[src/hdl/dcc_pkg.sv]
// package: register map, field layout and carrier types of the delay calibration control
package dcc_pkg;

  // ****************************************************************
  // register offsets (byte addresses)
  // ****************************************************************
  localparam logic [7:0] DCC_OFS_CONTROL = 8'h60;
  localparam logic [7:0] DCC_OFS_TARGET  = 8'h64;
  localparam logic [7:0] DCC_OFS_STATUS  = 8'h80;

  // ****************************************************************
  // field positions and widths
  // ****************************************************************
  localparam int DCC_BIT_CAL_EN    = 0;
  localparam int DCC_BIT_INT_CHECK = 8;
  localparam int DCC_BIT_CAL_RESET = 16;
  localparam int DCC_CYCLE_LSB     = 0;
  localparam int DCC_CYCLE_W       = 8;
  localparam int DCC_STEP_LSB      = 16;
  localparam int DCC_STEP_W        = 9;
  localparam int DCC_SUM_W         = 10;
  localparam int DCC_STA_MISMATCH  = 0;
  localparam int DCC_STA_ACTIVE    = 1;
  localparam int DCC_STA_BUSY      = 2;
  localparam int DCC_STA_CNT_LSB   = 8;
  localparam int DCC_CNT_W         = 8;

  // ****************************************************************
  // reset values
  // ****************************************************************
  localparam logic                   DCC_RST_CAL_EN    = 1'b0;
  localparam logic                   DCC_RST_INT_CHECK = 1'b0;
  localparam logic                   DCC_RST_CAL_RESET = 1'b0;
  localparam logic [DCC_STEP_W-1:0]  DCC_RST_STEP      = 9'h000;
  localparam logic [DCC_CYCLE_W-1:0] DCC_RST_CYCLE     = 8'h00;
  localparam logic [DCC_CNT_W-1:0]   DCC_RST_CNT       = 8'h00;

  // ****************************************************************
  // carrier types
  // ****************************************************************
  typedef struct packed {
    logic cal_reset;
    logic int_check;
    logic cal_en;
  } dcc_control_type;

  typedef struct packed {
    logic [DCC_STEP_W-1:0]  step_delay;
    logic [DCC_CYCLE_W-1:0] cycle_delay;
  } dcc_target_type;

  // consistency checker states, gray along idle -> compare -> restart
  typedef enum logic [1:0] {
    DCC_ST_IDLE    = 2'b00,
    DCC_ST_COMPARE = 2'b01,
    DCC_ST_RESTART = 2'b11
  } dcc_state_type;

endpackage : dcc_pkg

[src/hdl/dcc_check.sv]
// consistency checker: compares configured delay sum against measured delay
`timescale 1ns/1ps
module dcc_check
  import dcc_pkg::*;
(
  // clock and reset
  input  wire logic                 clk_sys,
  input  wire logic                 sys_rst,
  // configuration
  input  wire dcc_pkg::dcc_control_type ctl,
  input  wire dcc_pkg::dcc_target_type  target,
  // calibration side
  input  wire logic                 hyperframe_tick,
  input  wire logic [DCC_SUM_W-1:0] cur_delay,
  // results
  output logic                      restart,
  output logic                      mismatch,
  output logic                      busy
);

  dcc_state_type        state_ff;
  dcc_state_type        nxt_state;
  logic                 cal_en_d_ff;
  logic                 mismatch_ff;
  logic                 nxt_mismatch;
  logic [DCC_SUM_W-1:0] sum_ff;
  wire                  en_rise;
  wire                  trigger;
  wire                  live;

  // sum of the two configured fields, widened so it never wraps
  function automatic logic [DCC_SUM_W-1:0] delay_sum(input dcc_target_type t);
    delay_sum = DCC_SUM_W'(t.step_delay) + DCC_SUM_W'(t.cycle_delay);
  endfunction : delay_sum

  // ****************************************************************
  // trigger selection
  // ****************************************************************
  assign live    = ctl.cal_en & ~ctl.cal_reset;
  assign en_rise = ctl.cal_en & ~cal_en_d_ff;
  assign trigger = live & (ctl.int_check ? hyperframe_tick
                                         : en_rise);

  // ****************************************************************
  // check sequencer
  // ****************************************************************
  always_comb begin
    nxt_state    = state_ff;
    nxt_mismatch = mismatch_ff;
    unique case (state_ff)
      DCC_ST_IDLE: begin
        if (trigger) begin
          nxt_state = DCC_ST_COMPARE;
        end
      end
      DCC_ST_COMPARE: begin
        nxt_mismatch = (sum_ff != cur_delay);
        nxt_state    = (sum_ff != cur_delay) ? DCC_ST_RESTART : DCC_ST_IDLE;
      end
      DCC_ST_RESTART: begin
        nxt_state = DCC_ST_IDLE;
      end
      default: begin
        nxt_state = DCC_ST_IDLE;
      end
    endcase
    // calibration reset aborts any check in flight
    if (ctl.cal_reset) begin
      nxt_state = DCC_ST_IDLE;
    end
  end

  // state, edge history and latched sum
  always_ff @(posedge clk_sys) begin
    if (sys_rst) begin
      state_ff    <= DCC_ST_IDLE;
      cal_en_d_ff <= DCC_RST_CAL_EN;
      mismatch_ff <= 1'b0;
      sum_ff      <= '0;
    end else begin
      state_ff    <= nxt_state;
      cal_en_d_ff <= ctl.cal_en;
      mismatch_ff <= ctl.cal_reset ? 1'b0 : nxt_mismatch;
      if (trigger) begin
        sum_ff <= delay_sum(target);
      end
    end
  end

  // restart pulse only while calibration still enabled
  assign restart  = (state_ff == DCC_ST_RESTART) & live;
  assign mismatch = mismatch_ff;
  assign busy     = (state_ff != DCC_ST_IDLE);

endmodule : dcc_check

[src/hdl/dcc_ctrl.sv]
// top: software registers and control outputs of single-trip delay calibration
`timescale 1ns/1ps
module dcc_ctrl
  import dcc_pkg::*;
#(
  parameter bit HAS_CAL  = 1'b1,
  parameter bit IS_SLAVE = 1'b1
) (
  // clock and reset
  input  wire logic                      CLK_SYS,
  input  wire logic                      SYS_RST,
  // register port
  input  wire logic [7:0]                REG_ADDR,
  input  wire logic [31:0]               REG_WDATA,
  input  wire logic                      REG_WR,
  input  wire logic                      REG_RD,
  output logic [31:0]                    REG_RDATA,
  // calibration datapath inputs
  input  wire logic                      HYPERFRAME_TICK,
  input  wire logic [dcc_pkg::DCC_SUM_W-1:0] CUR_DELAY,
  // calibration datapath controls
  output logic                           CAL_ENABLE,
  output logic                           CAL_LOGIC_RST,
  output logic                           COMPANION_RST,
  output logic                           CAL_RESTART,
  output logic [dcc_pkg::DCC_STEP_W-1:0] STEP_DELAY,
  output logic [dcc_pkg::DCC_CYCLE_W-1:0] CYCLE_DELAY
);

  // ****************************************************************
  // declarations
  // ****************************************************************
  dcc_control_type      ctl_ff;
  dcc_control_type      nxt_ctl;
  dcc_target_type       tgt_ff;
  dcc_target_type       nxt_tgt;
  logic [31:0]          rdata_ff;
  logic [31:0]          nxt_rdata;
  logic [DCC_CNT_W-1:0] recal_cnt_ff;
  logic [DCC_CNT_W-1:0] nxt_recal_cnt;
  logic                 chk_restart;
  logic                 chk_mismatch;
  logic                 chk_busy;
  wire                  ctl_present;
  wire                  tgt_present;
  wire                  sel_ctl;
  wire                  sel_tgt;
  wire                  sel_sta;
  wire                  wr_ctl;
  wire                  wr_tgt;
  wire [31:0]           ctl_word;
  wire [31:0]           tgt_word;
  wire [31:0]           sta_word;
  wire [31:0]           rd_mux;

  // ****************************************************************
  // build options
  // ****************************************************************
  // absent registers behave as unmapped: read zero, writes dropped
  assign ctl_present = HAS_CAL;
  assign tgt_present = HAS_CAL & IS_SLAVE;

  // ****************************************************************
  // address decode
  // ****************************************************************
  assign sel_ctl = ctl_present & (REG_ADDR == DCC_OFS_CONTROL);
  assign sel_tgt = tgt_present & (REG_ADDR == DCC_OFS_TARGET);
  assign sel_sta = ctl_present & (REG_ADDR == DCC_OFS_STATUS);
  assign wr_ctl  = REG_WR & sel_ctl;
  assign wr_tgt  = REG_WR & sel_tgt;

  // ****************************************************************
  // write side: only defined fields are captured
  // ****************************************************************
  // reserved bits are never stored, so they cannot leak back on read
  always_comb begin
    nxt_ctl = ctl_ff;
    if (wr_ctl) begin
      nxt_ctl.cal_en    = REG_WDATA[DCC_BIT_CAL_EN];
      nxt_ctl.int_check = REG_WDATA[DCC_BIT_INT_CHECK];
      nxt_ctl.cal_reset = REG_WDATA[DCC_BIT_CAL_RESET];
    end
  end

  always_comb begin
    nxt_tgt = tgt_ff;
    if (wr_tgt) begin
      nxt_tgt.step_delay  = REG_WDATA[DCC_STEP_LSB +: DCC_STEP_W];
      nxt_tgt.cycle_delay = REG_WDATA[DCC_CYCLE_LSB +: DCC_CYCLE_W];
    end
  end

  // control registers: only the system reset clears them,
  // the calibration reset bit deliberately has no path here
  always_ff @(posedge CLK_SYS) begin
    if (SYS_RST) begin
      ctl_ff.cal_en    <= DCC_RST_CAL_EN;
      ctl_ff.int_check <= DCC_RST_INT_CHECK;
      ctl_ff.cal_reset <= DCC_RST_CAL_RESET;
    end else begin
      ctl_ff <= nxt_ctl;
    end
  end

  always_ff @(posedge CLK_SYS) begin
    if (SYS_RST) begin
      tgt_ff.step_delay  <= DCC_RST_STEP;
      tgt_ff.cycle_delay <= DCC_RST_CYCLE;
    end else begin
      tgt_ff <= nxt_tgt;
    end
  end

  // ****************************************************************
  // consistency checker
  // ****************************************************************
  dcc_check u_check (
    .clk_sys         (CLK_SYS),
    .sys_rst         (SYS_RST),
    .ctl             (ctl_ff),
    .target          (tgt_ff),
    .hyperframe_tick (HYPERFRAME_TICK),
    .cur_delay       (CUR_DELAY),
    .restart         (chk_restart),
    .mismatch        (chk_mismatch),
    .busy            (chk_busy)
  );

  // recalibration counter, saturating so software sees "many"
  // rather than a wrapped small number; cleared by calibration reset
  always_comb begin
    nxt_recal_cnt = recal_cnt_ff;
    if (ctl_ff.cal_reset) begin
      nxt_recal_cnt = DCC_RST_CNT;
    end else if (chk_restart && (recal_cnt_ff != {DCC_CNT_W{1'b1}})) begin
      nxt_recal_cnt = recal_cnt_ff + 8'h01;
    end
  end

  always_ff @(posedge CLK_SYS) begin
    if (SYS_RST) begin
      recal_cnt_ff <= DCC_RST_CNT;
    end else begin
      recal_cnt_ff <= nxt_recal_cnt;
    end
  end

  // ****************************************************************
  // read side
  // ****************************************************************
  // every bit not named here is reserved and reads as zero
  assign ctl_word = {15'h0000, ctl_ff.cal_reset,
                     7'h00, ctl_ff.int_check,
                     7'h00, ctl_ff.cal_en};
  assign tgt_word = {7'h00, tgt_ff.step_delay,
                     8'h00, tgt_ff.cycle_delay};
  assign sta_word = {16'h0000, recal_cnt_ff,
                     5'h00, chk_busy, CAL_ENABLE, chk_mismatch};
  assign rd_mux   = sel_ctl ? ctl_word :
                    sel_tgt ? tgt_word :
                    sel_sta ? sta_word : 32'h0000_0000;

  // read data appears in the cycle after the strobe, zero otherwise
  always_comb begin
    nxt_rdata = 32'h0000_0000;
    if (REG_RD) begin
      nxt_rdata = rd_mux;
    end
  end

  always_ff @(posedge CLK_SYS) begin
    if (SYS_RST) begin
      rdata_ff <= 32'h0000_0000;
    end else begin
      rdata_ff <= nxt_rdata;
    end
  end

  assign REG_RDATA = rdata_ff;

  // ****************************************************************
  // calibration controls
  // ****************************************************************
  // reset level is direct from the register so release is immediate
  assign CAL_ENABLE    = ctl_ff.cal_en & ~ctl_ff.cal_reset;
  assign CAL_LOGIC_RST = ctl_ff.cal_reset;
  assign COMPANION_RST = ctl_ff.cal_reset;
  assign CAL_RESTART   = chk_restart;
  assign STEP_DELAY    = tgt_ff.step_delay;
  assign CYCLE_DELAY   = tgt_ff.cycle_delay;

endmodule : dcc_ctrl

[config.mk]
export PLATFORM = sky130hd
export DESIGN_NAME = dcc_ctrl
export DESIGN_NICKNAME = d
export VERILOG_FILES = /design/src/hdl/dcc_pkg.sv /design/src/hdl/dcc_check.sv /design/src/hdl/dcc_ctrl.sv
export SDC_FILE = /design/constraint.sdc
export NUM_CORES = 1
export LEC_CHECK = 0
export BUFFER_PORTS_ARGS = -buffer_cell sky130_fd_sc_hd__buf_2
export CAP_MARGIN = 40
export CORE_MARGIN = 5
export CORE_UTILIZATION = 45
export CTS_BUF_LIST = sky130_fd_sc_hd__clkbuf_8
export DETAILED_ROUTE_END_ITERATION = 10
export GPL_TIMING_DRIVEN = 0
export PLACE_DENSITY = 0.79
export SETUP_SLACK_MARGIN = 0.05
export SLEW_MARGIN = 20
export SYNTH_ARGS = -nofsm -noshare
export SYNTH_HDL_FRONTEND = slang
export SYNTH_SLANG_ARGS = --single-unit
[constraint.sdc]
create_clock -name CLK_SYS -period 1.9 [get_ports CLK_SYS]
set_clock_uncertainty 0.1 [all_clocks]
set_input_delay 0.19 -clock CLK_SYS [delete_from_list [all_inputs] [get_ports CLK_SYS]]
set_output_delay 0.19 -clock CLK_SYS [all_outputs]
set_load 0.01 [all_outputs]
==> results of run 1 <==
-- state kept, by name (all words and copies together) (netlist names) --
| signal | cells |
|---|---|
| CYCLE_DELAY | 8 |
| CAL_LOGIC_RST | 1 |
| u_check.mismatch | 1 |
| REG_RDATA | 25 |
| recal_cnt_ff | 8 |
| ctl_ff | 2 |
| u_check.sum_ff | 10 |
| STEP_DELAY | 9 |
| u_check.cal_en_d_ff | 1 |
| u_check.state_ff | 2 |
-- cell type report --
cell class	instances	share of cell area, %
inverters	8	0.754
well taps	80	2.51
plain buffers	21	3.30
clock buffers	10	3.46
multi-input cells	231	40.4
clock inverters	1	0.126
repair buffers	105	15.4
flip-flops and latches	67	34.0
-- synth_stat cells (4+ instances only) --
library cell / number
sky130_fd_sc_hd__mux2i_1: 5
sky130_fd_sc_hd__o21ai_0: 7
sky130_fd_sc_hd__inv_1: 8
sky130_fd_sc_hd__and2_1: 21
sky130_fd_sc_hd__buf_4: 9
sky130_fd_sc_hd__a21oi_1: 27
sky130_fd_sc_hd__xnor2_1: 11
sky130_fd_sc_hd__o211ai_1: 4
sky130_fd_sc_hd__nand4_1: 7
sky130_fd_sc_hd__dfxtp_1: 67
sky130_fd_sc_hd__clkbuf_1: 7
sky130_fd_sc_hd__a211oi_1: 6
sky130_fd_sc_hd__nor2_1: 15
sky130_fd_sc_hd__nand2_1: 44
sky130_fd_sc_hd__ha_1: 9
-- worst paths after layout --
check | from | endpoint | slack [ns] | cells past startpoint
max | CYCLE_DELAY[0]$_SDFFE_PP0P_ | u_check.sum_ff[8]$_SDFFE_PP0P_ | -0.05 | 6
min | REG_WDATA[17] | STEP_DELAY[1]$_SDFFE_PP0P_ | 0.008 | 3
max reg2reg | CYCLE_DELAY[0]$_SDFFE_PP0P_ | u_check.sum_ff[8]$_SDFFE_PP0P_ | -0.05 | 6
min reg2reg | u_check.sum_ff[4]$_SDFFE_PP0P_ | u_check.sum_ff[4]$_SDFFE_PP0P_ | 0.37 | 2
-- cell families (layout without fill, tap and decap cells) --
logic type                 after synthesis  count (layout)  synth area share [%]
xor gates and xnor gates                13              13                  3.76
DFF                                     67              67                  44.3
other                                    1               7                 0.124
adders and majority gates               10              10                  4.38
buffers and inverters                   29             145                  5.33
AOI/OAI and AO/OA                       68              68                  16.0
and+or+nand+nor                        127             127                  24.2
muxes                                    6               6                  2.02
-- layer usage --
layer	routed length, um	vias to the layer above
met5	0	-
met4	140	0
met3	581	16
met2	3760	103
met1	3510	1285
li1	-	1366
-- through the flow --
step           cell area [um^2]  hold WS [ns]
2_1_floorplan              3080         0.169
3_3_place_gp               3600         0.328
3_5_place_dp               3600         0.330
4_1_cts                    3930     0.0000109
5_1_grt                    3980       0.00620
6_report                   3980       0.00754
-- power groups by stage --
stage	clock network, mW	logic (mW)	registers, mW
finish	0.950	0.145	1.40
global route	1.05	0.160	1.40
CTS	0.963	0.144	1.40
detailed placement	0	0.119	1.44
global placement	0	0.116	1.44
floorplan	0	0.0584	1.44
-- timing repair --
item / 4_1_cts / 5_1_grt
hold buffers: 15 / 0
endpoints found under the setup margin: 5 / 5
hold endpoints to repair: 15 / 0
buffers inserted: 2 / 3
pin swaps: 3 / 4
gates resized for setup: 6 / 10
-- worst min-delay path, delay by kind of cell --
kind	cells	cell delay, ns
buf+inv	1	0.10
compound gates	1	0.06
simple gates	1	0.05
==> metrics.log, run 1 <==
INFO  metric groute.layer.met1.usage = 24.3%
INFO  metric setup_total_negative_slack = -0.0482 ns
INFO  metric run_status = complete, but fails checks
INFO  metric floorplan.initialDensity = 45.4%
INFO  metric cpPeakStageDelay = 0.40 ns
INFO  metric synth-edff-count = 0
INFO  metric power.combinational.fraction = approximately 5.8%
INFO  metric relSlewSlack = 58.7%
INFO  metric route.detailed.vias_per_inst = between 5 and 6
INFO  metric swShare = 21.9%
INFO  metric total_switching_power = roughly 0.55 mW
INFO  metric kind_of_end_point_of_the_critical_path = flop
INFO  metric die_h = roughly 92 um
INFO  metric critPathKind = flop to flop
INFO  metric dp_cells = a little under 500
INFO  metric h-tree-depth = 3
INFO  metric clock-sinks = 67
INFO  metric route.detailed.wl_per_inst = 15.3 um
INFO  metric register_area = 1350 um^2
INFO  metric synthesis.area = roughly 3000 um^2
INFO  metric cts-buffers-inserted = 9
INFO  metric worst_setup_hold_path_clk_slew = 0.06 ns
INFO  metric dp_hpwl = 5800 um
INFO  metric finalMaxSlewViolations = 0
INFO  metric total_via_count_in_the_routed_design = 2770
INFO  metric cell_internal_pwr = 1.95 mW
INFO  metric critical_path.n_buffers_inverters = 0
INFO  metric gr-usage-all-layers = 18.9%
INFO  metric yosysTopAreaCell = sky130_fd_sc_hd__dfxtp_1
INFO  metric async_flop_share = 0%
INFO  metric layout_min_cycle_time = 1.95 ns
INFO  metric p_leak = about 1.8 nW
INFO  metric report.power.total = 2.50 mW
INFO  metric share_clk_of_total_power = 38.0%
INFO  metric grt_max_degree = 11
INFO  metric detailedRoute.firstPassIterationCount = 4
INFO  metric max_cap_violations = 0
INFO  metric clk_path_buf_depth = 2
INFO  metric worst_pin_slew = 0.614 ns
INFO  metric synth_flop_cell = sky130_fd_sc_hd__dfxtp_1
INFO  metric kind_of_cell_with_the_highest_combined_delay_on_the_critical_path = compound AO/OA/AOI/OAI gates
INFO  metric synth.lib_cells_used.distinct = slightly above 60
INFO  metric num-fill-cells = 569
INFO  metric mostFrequentLayoutCell = sky130_fd_sc_hd__buf_2
INFO  metric insertedDiodeCount = 0
INFO  metric cells_along_the_critical_path = ha_4 > fa_2 > a211oi_4 > o21ai_2 > a2111o_1 > o221ai_2
INFO  metric power.density = ~630 nW/um^2
INFO  metric worst_ep_required_time = 2.05 ns
INFO  metric maxClockFrequency = 0.513 GHz
INFO  metric timing.critical_path.fanout_max = 3
INFO  metric clockRootBuffer = sky130_fd_sc_hd__clkbuf_8
INFO  metric setup_viol = 1
INFO  metric post-route-period-util = 103%
INFO  metric post_synth_inst_count = 321
INFO  metric tritoncts = built
INFO  metric post-synth-top-area-fraction = 44.3%
INFO  metric flow.area_growth_from_synthesis = 31.3%
INFO  metric grt_first_pass_wirelength = 12700 um
INFO  metric seq_power_share = 56.2%
INFO  metric worstSkewPairLatency = 0.33 ns
INFO  metric unrepaired_setup_endpoints_after_global_routing = yes
INFO  metric crit_path_start_kind = flop
INFO  metric buffer_ports.inserted = between 80 and 90
INFO  metric post-place-ws = -0.0521 ns
INFO  metric failed_checks = negative setup slack
INFO  metric grt_util_met2 = 29.7%
INFO  metric layout_cell_share_with_drive_strength_beyond_1 = 32.3%
INFO  metric antenna_found_initial = 0
INFO  metric floorplan.rows = 30
INFO  metric ys_ff_latch = 67
INFO  metric design.portCount = about 110
INFO  metric postSynthAreaPerCell = 9.44 um^2
INFO  metric place.gp.congestion = 0.907
INFO  metric worst_ir_drop_vdd = between 0.0003 and 0.0004 V
INFO  metric finalCoreUtilization = about three fifths
INFO  metric final-hold-violation-count = 0
INFO  metric critical_path.slowest_cell = sky130_fd_sc_hd__a2111o_1
INFO  metric wl = 7990 um
INFO  metric hold_path.class = input pin to flop
INFO  metric post-route-worst-setup-slack = -0.0482 ns
INFO  metric yosys_warns = 0
INFO  metric design.die.area = 8480 um^2
INFO  metric fp.coreArea = 6680 um^2
INFO  metric grt-busiest-layer = met2
INFO  metric global_route.usage.met3 = 5.66%
INFO  metric ant_nets = 0
INFO  metric grt_pass1_vias = roughly 2600
INFO  metric multi_input_comb_area = about 1600 um^2
INFO  metric fin_cells = 523
INFO  metric seq_area_frac_synth = 44.3%
INFO  metric drt_drc_violations_left = 0
INFO  metric worstPathArrival = roughly 2.1 ns
INFO  metric first_iter_violations = 150
INFO  metric synth_area_leaders = sky130_fd_sc_hd__dfxtp_1, sky130_fd_sc_hd__nand2_1, sky130_fd_sc_hd__a21oi_1
INFO  metric fp.dieW = approximately 90 um
INFO  metric layout.cells.most_common_list = sky130_fd_sc_hd__buf_2, sky130_fd_sc_hd__dfxtp_1, sky130_fd_sc_hd__nand2_1
INFO  metric layout.nets = 508
INFO  metric grt_overflow = 0
No activity file was read; power rests on OpenSTA's default activity.
==> run 2, diff against run 1 <==
--- a/config.mk
+++ b/config.mk
@@ -10,10 +10,12 @@
 export CORE_MARGIN = 5
 export CORE_UTILIZATION = 45
 export CTS_BUF_LIST = sky130_fd_sc_hd__clkbuf_8
+export CTS_CLUSTER_SIZE = 25
 export DETAILED_ROUTE_END_ITERATION = 10
-export GPL_TIMING_DRIVEN = 0
+export GPL_TIMING_DRIVEN = 1
 export PLACE_DENSITY = 0.79
 export SETUP_SLACK_MARGIN = 0.05
+export SKIP_CTS_REPAIR_TIMING = 1
 export SLEW_MARGIN = 20
 export SYNTH_ARGS = -nofsm -noshare
 export SYNTH_HDL_FRONTEND = slang
==> metrics.log, run 2 (synthesis gave the netlist of run 1 again) <==
INFO  metric grt_pass1_vias = 2464 (-5.6%)
INFO  metric share_clk_of_total_power = 44.7% (+6.7 points)
INFO  metric power.combinational.fraction = 4.4% (-1.4 points)
INFO  metric design.die.area = 8480 um^2 (unchanged)
INFO  metric tritoncts = built
INFO  metric insertedDiodeCount = 0 (unchanged)
INFO  metric design.portCount = 108 (unchanged)
INFO  metric worst_pin_slew = 0.571 ns (-0.0432 ns)
INFO  metric grt_max_degree = 18 (+7)
INFO  metric maxClockFrequency = 0.527 GHz (+2.6%)
INFO  metric fp.coreArea = 6680 um^2 (unchanged)
INFO  metric layout.nets = 487 (-4.1%)
INFO  metric max_cap_violations = 0 (unchanged)
INFO  metric largest_register_ff_count = 25 (unchanged)
INFO  metric unrepaired_setup_endpoints_after_global_routing = yes
INFO  metric final-hold-violation-count = 4 (+4)
INFO  metric flow.area_growth_from_synthesis = 29.0%
INFO  metric worstSkewPairLatency = 0.34 ns (about the same)
INFO  metric h-tree-depth = 3 (unchanged)
INFO  metric floorplan.initialDensity = 45.4% (unchanged)
INFO  metric critPathKind = flop to flop
INFO  metric finalMaxSlewViolations = 0 (unchanged)
INFO  metric layout_min_cycle_time = 1.90 ns (-0.0501 ns)
INFO  metric clockRootBuffer = sky130_fd_sc_hd__clkbuf_8
INFO  metric cell_internal_pwr = 2.14 mW (+9.9%)
INFO  metric detailed_place.area = 3560 um^2 (-1.2%)
INFO  metric regToRegSetupSlack = 0.002 ns (+0.05 ns)
INFO  metric grt_overflow = 0 (unchanged)
INFO  metric total_switching_power = 0.613 mW (+12%)
INFO  metric relSlewSlack = 61.9% (+3.3 points)
INFO  metric clock-sinks = 67 (unchanged)
INFO  metric mostFrequentLayoutCell = sky130_fd_sc_hd__buf_2
INFO  metric hold_path.class = input pin to flop
INFO  metric setup_viol = 0 (-1)
INFO  metric ant_nets = 0 (unchanged)
INFO  metric first_iter_violations = 175 (+17%)
INFO  metric route.detailed.wl_per_inst = 14.9 um (-2.4%)
INFO  metric grt_first_pass_wirelength = 11900 um (-6.5%)
INFO  metric post-route-worst-setup-slack = 0.00192 ns (+0.0501 ns)
INFO  metric die_h = 92.1 um (unchanged)
INFO  metric kind_of_end_point_of_the_critical_path = flop
INFO  metric p_leak = 1.75 nW (-2.3%)
INFO  metric post-route-period-util = 99.9% (-2.6 points)
INFO  metric wl = 7560 um (-5.4%)
INFO  metric fp.dieW = 92.1 um (unchanged)
INFO  metric critical_path.slowest_cell = sky130_fd_sc_hd__fa_2
INFO  metric report.power.total = 2.76 mW (+10%)
INFO  metric worst_ir_drop_vdd = 0.000468 V (+24%)
INFO  metric cts-buffers-inserted = 9 (unchanged)
INFO  metric clk_path_buf_depth = 2 (unchanged)
INFO  metric crit_path_start_kind = flop
INFO  metric buffer_ports.inserted = 86 (+1.2%)
INFO  metric failed_checks = negative hold slack
INFO  metric dp_cells = 483 (-1.8%)
INFO  metric dp_hpwl = 5590 um (-3.7%)
INFO  metric route.detailed.vias_per_inst = 5.26 (-0.75%)
INFO  metric layout.cells.most_common_list = sky130_fd_sc_hd__buf_2, sky130_fd_sc_hd__dfxtp_1, sky130_fd_sc_hd__nand2_1
INFO  metric cpPeakStageDelay = 0.37 ns (-0.03 ns)
INFO  metric power.density = 705 nW/um^2 (+12%)
INFO  metric cells_along_the_critical_path = ha_4 > fa_2 > a211oi_4 > o21ai_2 > a2111o_1 > o221ai_1
INFO  metric seq_power_share = 50.9% (-5.3 points)
INFO  metric antenna_found_initial = 0 (unchanged)
INFO  metric worstPathArrival = 2.06 ns (-0.04 ns)
INFO  metric finish.instance_area = 3910 um^2 (-1.8%)
INFO  metric worst_ep_required_time = 2.06 ns (about the same)
INFO  metric post-place-ws = -0.0475 ns (+0.00456 ns)
INFO  metric timing.critical_path.fanout_max = 3 (unchanged)
INFO  metric layout_cell_share_with_drive_strength_beyond_1 = 34.0% (+1.7 points)
INFO  metric run_status = complete, but fails checks
INFO  metric swShare = 22.2% (+0.32 points)
INFO  metric worst_setup_hold_path_clk_slew = 0.07 ns (about the same)
INFO  metric fin_cells = 507 (-3.1%)
INFO  metric detailedRoute.firstPassIterationCount = 4 (unchanged)
INFO  metric drt_drc_violations_left = 0 (unchanged)
INFO  metric gr-usage-all-layers = 17.6% (-1.2 points)
INFO  metric place.gp.congestion = 0.882 (-2.8%)
INFO  metric setup_total_negative_slack = 0 ns (+0.0482 ns)
INFO  metric total_via_count_in_the_routed_design = 2665 (-3.8%)
INFO  metric fin_hold_ws = -0.00904 ns (-0.0166 ns)
INFO  metric floorplan.rows = 30 (unchanged)
==> run 2: cell count changes in the layout (fill, tap and decap cells not counted), moves of 2 or more <==
cell / previous run / this run
sky130_fd_sc_hd__dlygate4sd3_1: 15 / 6
sky130_fd_sc_hd__buf_6: 2 / 0
sky130_fd_sc_hd__clkbuf_1: 7 / 0
sky130_fd_sc_hd__buf_2: 88 / 86
sky130_fd_sc_hd__o21ai_1: 2 / 0
==> run 2: power groups by stage <==
stage | clock (mW) | combinational [mW] | sequential [mW]
detailed placement | 0 | 0.110 | 1.44
global placement | 0 | 0.107 | 1.44
global route | 1.32 | 0.133 | 1.40
finish | 1.23 | 0.121 | 1.40
CTS | 1.25 | 0.111 | 1.40
floorplan | 0 | 0.0584 | 1.44
==> run 2: critical path, delay by kind of cell, from the launching register on <==
family / cells / cell delay (ns)
compound gates: 4 / 0.83
flops: 1 / 0.36
fa+ha+maj: 2 / 0.54
==> run 2: stage by stage <==
| stage | util (%) | hold WS, ns |
|---|---|---|
| after floorplan | - | 0.169 |
| after global placement | 53.2 | 0.336 |
| after detailed placement | 53.2 | 0.342 |
| after CTS | 56.4 | -0.0280 |
| after global routing | 58.5 | 0.000374 |
| final | 58.5 | -0.00904 |
==> run 2: layout make-up <==
cell class | instances | area [um^2]
Timing Repair Buffer | 105 | 588
Inverter | 8 | 30.0
Clock inverter | 5 | 60.1
Clock buffer | 11 | 151
Multi-Input combinational cell | 231 | 1630
Tap cell | 80 | 100
Fill cell | 594 | 2770
Sequential cell | 67 | 1350
==> run 2: metal layers <==
metal | global-route usage, % | wire length, um
met1 | 24.1 | 3460
met3 | 4.10 | 464
met4 | 6.31 | 81
met2 | 27.1 | 3560
met5 | 0 | 0
==> run 2: worst paths after layout <==
check                                  from                              to  cells past startpoint
max             CYCLE_DELAY[0]$_SDFFE_PP0P_  u_check.sum_ff[8]$_SDFFE_PP0P_                      6
min                            REG_WDATA[3]     CYCLE_DELAY[3]$_SDFFE_PP0P_                      3
max reg2reg     CYCLE_DELAY[0]$_SDFFE_PP0P_  u_check.sum_ff[8]$_SDFFE_PP0P_                      6
min reg2reg  u_check.sum_ff[4]$_SDFFE_PP0P_  u_check.sum_ff[4]$_SDFFE_PP0P_                      2
==> run 3, diff against run 2 <==
--- a/config.mk
+++ b/config.mk
@@ -7,6 +7,7 @@
 export LEC_CHECK = 0
 export BUFFER_PORTS_ARGS = -buffer_cell sky130_fd_sc_hd__buf_2
 export CAP_MARGIN = 40
+export CORE_ASPECT_RATIO = 0.6
 export CORE_MARGIN = 5
 export CORE_UTILIZATION = 45
 export CTS_BUF_LIST = sky130_fd_sc_hd__clkbuf_8
@@ -14,9 +15,9 @@
 export DETAILED_ROUTE_END_ITERATION = 10
 export GPL_TIMING_DRIVEN = 1
 export PLACE_DENSITY = 0.79
+export RECOVER_POWER = 50
 export SETUP_SLACK_MARGIN = 0.05
 export SKIP_CTS_REPAIR_TIMING = 1
-export SLEW_MARGIN = 20
 export SYNTH_ARGS = -nofsm -noshare
 export SYNTH_HDL_FRONTEND = slang
 export SYNTH_SLANG_ARGS = --single-unit
==> metrics.log, run 3 (synthesis gave the netlist of run 1 again) <==
INFO  metric run_status = complete, but fails checks
INFO  metric failed_checks = negative hold slack, negative setup slack
INFO  metric floorplan.rows = 23 (-23%)
INFO  metric unrepaired_setup_endpoints_after_global_routing = yes
INFO  metric h-tree-depth = 3 (unchanged)
INFO  metric gr-usage-all-layers = 18.7% (+1.1 points)
INFO  metric global_route.usage.met3 = 4.69% (+0.59 points)
INFO  metric post-route-period-util = 102% (+2.1 points)
INFO  metric groute.layer.met1.usage = 27.6% (+3.5 points)
INFO  metric worst_r2r_startpoint = STEP_DELAY[0]$_SDFFE_PP0P_
INFO  metric worstSkewPairLatency = 0.33 ns (about the same)
INFO  metric dp_cells = 498 (+3.1%)
INFO  metric mostFrequentLayoutCell = sky130_fd_sc_hd__dfxtp_1
INFO  metric largest_register_ff_count = 25 (unchanged)
INFO  metric setup_viol = 2 (+2)
INFO  metric worstPathArrival = 2.10 ns (+0.04 ns)
INFO  metric layout_cell_share_with_drive_strength_beyond_1 = 26.2% (-7.8 points)
INFO  metric tritoncts = built
INFO  metric p_leak = 1.62 nW (-7.2%)
INFO  metric fp.coreArea = 6620 um^2 (-0.94%)
INFO  metric grt_pass1_vias = 2580 (+4.7%)
INFO  metric crit_path_start_kind = flop
INFO  metric first_iter_violations = 162 (-7.4%)
INFO  metric hold_path.class = input pin to flop
INFO  metric clock-sinks = 67 (unchanged)
INFO  metric design.portCount = 108 (unchanged)
INFO  metric layout_min_cycle_time = 1.94 ns (+0.0404 ns)
INFO  metric antenna_found_initial = 0 (unchanged)
INFO  metric worst_pin_slew = 0.598 ns (+0.0274 ns)
INFO  metric worst_setup_hold_path_clk_slew = 0.07 ns (about the same)
INFO  metric clockRootBuffer = sky130_fd_sc_hd__clkbuf_8
INFO  metric wl = 7960 um (+5.2%)
INFO  metric worst_ir_drop_vdd = 0.000399 V (-15%)
INFO  metric route.detailed.wl_per_inst = 15.3 um (+2.8%)
INFO  metric die_h = 73.6 um (-20%)
INFO  metric grt_max_degree = 18 (unchanged)
INFO  metric grt_first_pass_wirelength = 12500 um (+5.1%)
INFO  metric insertedDiodeCount = 0 (unchanged)
INFO  metric fin_hold_ws = -0.000697 ns (+0.00834 ns)
INFO  metric dp_hpwl = 6150 um (+10%)
INFO  metric grt_overflow = 0 (unchanged)
INFO  metric route.detailed.vias_per_inst = 5.27 (+0.29%)
INFO  metric regToRegEndpoint = u_check.sum_ff[8]$_SDFFE_PP0P_
INFO  metric place.gp.congestion = 0.888 (+0.73%)
INFO  metric holdPathStages = 3 (unchanged)
INFO  metric buffer_ports.inserted = 86 (unchanged)
INFO  metric timing.critical_path.fanout_max = 4 (+1)
INFO  metric worstRegToRegCells = 6 (unchanged)
INFO  metric regToRegSetupSlack = -0.04 ns (-0.04 ns)
INFO  metric total_via_count_in_the_routed_design = 2736 (+2.7%)
INFO  metric detailedRoute.firstPassIterationCount = 4 (unchanged)
INFO  metric relSlewSlack = 60.1% (-1.8 points)
INFO  metric finalCoreUtilization = 58.5% (about the same)
INFO  metric kind_of_end_point_of_the_critical_path = flop
INFO  metric flow.area_growth_from_synthesis = 27.9%
INFO  metric maxClockFrequency = 0.516 GHz (-2.1%)
INFO  metric post-route-worst-setup-slack = -0.0385 ns (-0.0404 ns)
INFO  metric finish.instance_area = 3870 um^2 (-0.86%)
INFO  metric clk_path_buf_depth = 2 (unchanged)
INFO  metric layout.nets = 494 (+1.4%)
INFO  metric worst_hold_path_endpoint = CYCLE_DELAY[3]$_SDFFE_PP0P_
INFO  metric cts-buffers-inserted = 9 (unchanged)
INFO  metric floorplan.initialDensity = 45.8% (+0.43 points)
INFO  metric ant_nets = 0 (unchanged)
INFO  metric fin_cells = 519 (+2.4%)
INFO  metric num-fill-cells = 620 (+4.4%)
INFO  metric grt-busiest-layer = met1
INFO  metric design.die.area = 8530 um^2 (+0.64%)
INFO  metric critPathKind = flop to flop
INFO  metric max_cap_violations = 0 (unchanged)
INFO  metric grt_util_met2 = 27.5% (+0.40 points)
INFO  metric finalMaxSlewViolations = 0 (unchanged)
INFO  metric detailed_place.area = 3630 um^2 (+1.9%)
INFO  metric worst_ep_required_time = 2.06 ns (about the same)
INFO  metric final-hold-violation-count = 1 (-3)
INFO  metric layout.cells.most_common_list = sky130_fd_sc_hd__dfxtp_1, sky130_fd_sc_hd__buf_2, sky130_fd_sc_hd__nand2_1
INFO  metric power.density = 700 nW/um^2 (-0.70%)
INFO  metric hp-start = REG_WDATA[3]
INFO  metric drt_drc_violations_left = 0 (unchanged)
INFO  metric fp.dieW = 116 um (+26%)
-- run 3: cell count changes in the layout (fill, tap and decap cells not counted), moves of 2 or more --
cell,before,now
sky130_fd_sc_hd__buf_2,86,51
sky130_fd_sc_hd__dfxtp_2,4,2
sky130_fd_sc_hd__clkbuf_1,0,36
sky130_fd_sc_hd__dlygate4sd3_1,6,4
sky130_fd_sc_hd__buf_4,13,20
-- run 3: how the worst max path moves through the flow --
stage	start	endpoint	slack (ns)	cells past startpoint
detailed placement	STEP_DELAY[1]$_SDFFE_PP0P_	u_check.sum_ff[5]$_SDFFE_PP0P_	-0.08	5
floorplan	CYCLE_DELAY[0]$_SDFFE_PP0P_	u_check.sum_ff[8]$_SDFFE_PP0P_	0.07	6
global route	STEP_DELAY[0]$_SDFFE_PP0P_	u_check.sum_ff[8]$_SDFFE_PP0P_	-0.09	6
global placement	CYCLE_DELAY[0]$_SDFFE_PP0P_	u_check.sum_ff[8]$_SDFFE_PP0P_	0.002	6
CTS	STEP_DELAY[1]$_SDFFE_PP0P_	u_check.sum_ff[5]$_SDFFE_PP0P_	-0.12	5
finish	STEP_DELAY[0]$_SDFFE_PP0P_	u_check.sum_ff[8]$_SDFFE_PP0P_	-0.04	6
-- run 3: stage by stage --
stage	setup slack (ns)	setup TNS, ns	power [mW]
after detailed placement	-0.0820	-0.117	1.55
final	-0.0385	-0.0573	2.71
after floorplan	0.0725	0	1.50
after global routing	-0.0916	-0.212	2.82
after CTS	-0.117	-0.182	2.74
after global placement	0.00180	0	1.54
-- run 3: cell type report --
type / instances / area, um^2 / share of cell area (%)
clock buffer: 12 / 165 / 4.26
clock inverter: 2 / 35.0 / 0.904
inverter: 8 / 30.0 / 0.775
multi-input combinational: 231 / 1600 / 41.3
sequential: 67 / 1350 / 34.9
tap: 87 / 109 / 2.81
timing repair buffer: 112 / 586 / 15.1
-- run 3: layer usage --
layer | part of all wire, % | up-vias | wire length, um
li1 | - | 1339 | -
met4 | 0.88 | 0 | 70
met3 | 8.6 | 9 | 684
met5 | 0 | - | 0
met1 | 48 | 1271 | 3830
met2 | 42 | 117 | 3370
-- run 3: critical path: stages, from the launching register on --
cell and delay (ns):
sky130_fd_sc_hd__dfxtp_4 0.37, sky130_fd_sc_hd__ha_4 0.17, sky130_fd_sc_hd__fa_2 0.37, sky130_fd_sc_hd__a211oi_4 0.33, sky130_fd_sc_hd__o21ai_2 0.10, sky130_fd_sc_hd__a2111o_1 0.36
sky130_fd_sc_hd__o221ai_1 0.07
-- run 3: report_power, final --
part / switching (mW) / total [mW] / internal (mW)
Combinational: 0.0601 / 0.116 / 0.0557
Sequential: 0.000780 / 1.40 / 1.40
Clock: 0.498 / 1.20 / 0.697
Total: 0.559 / 2.71 / 2.15
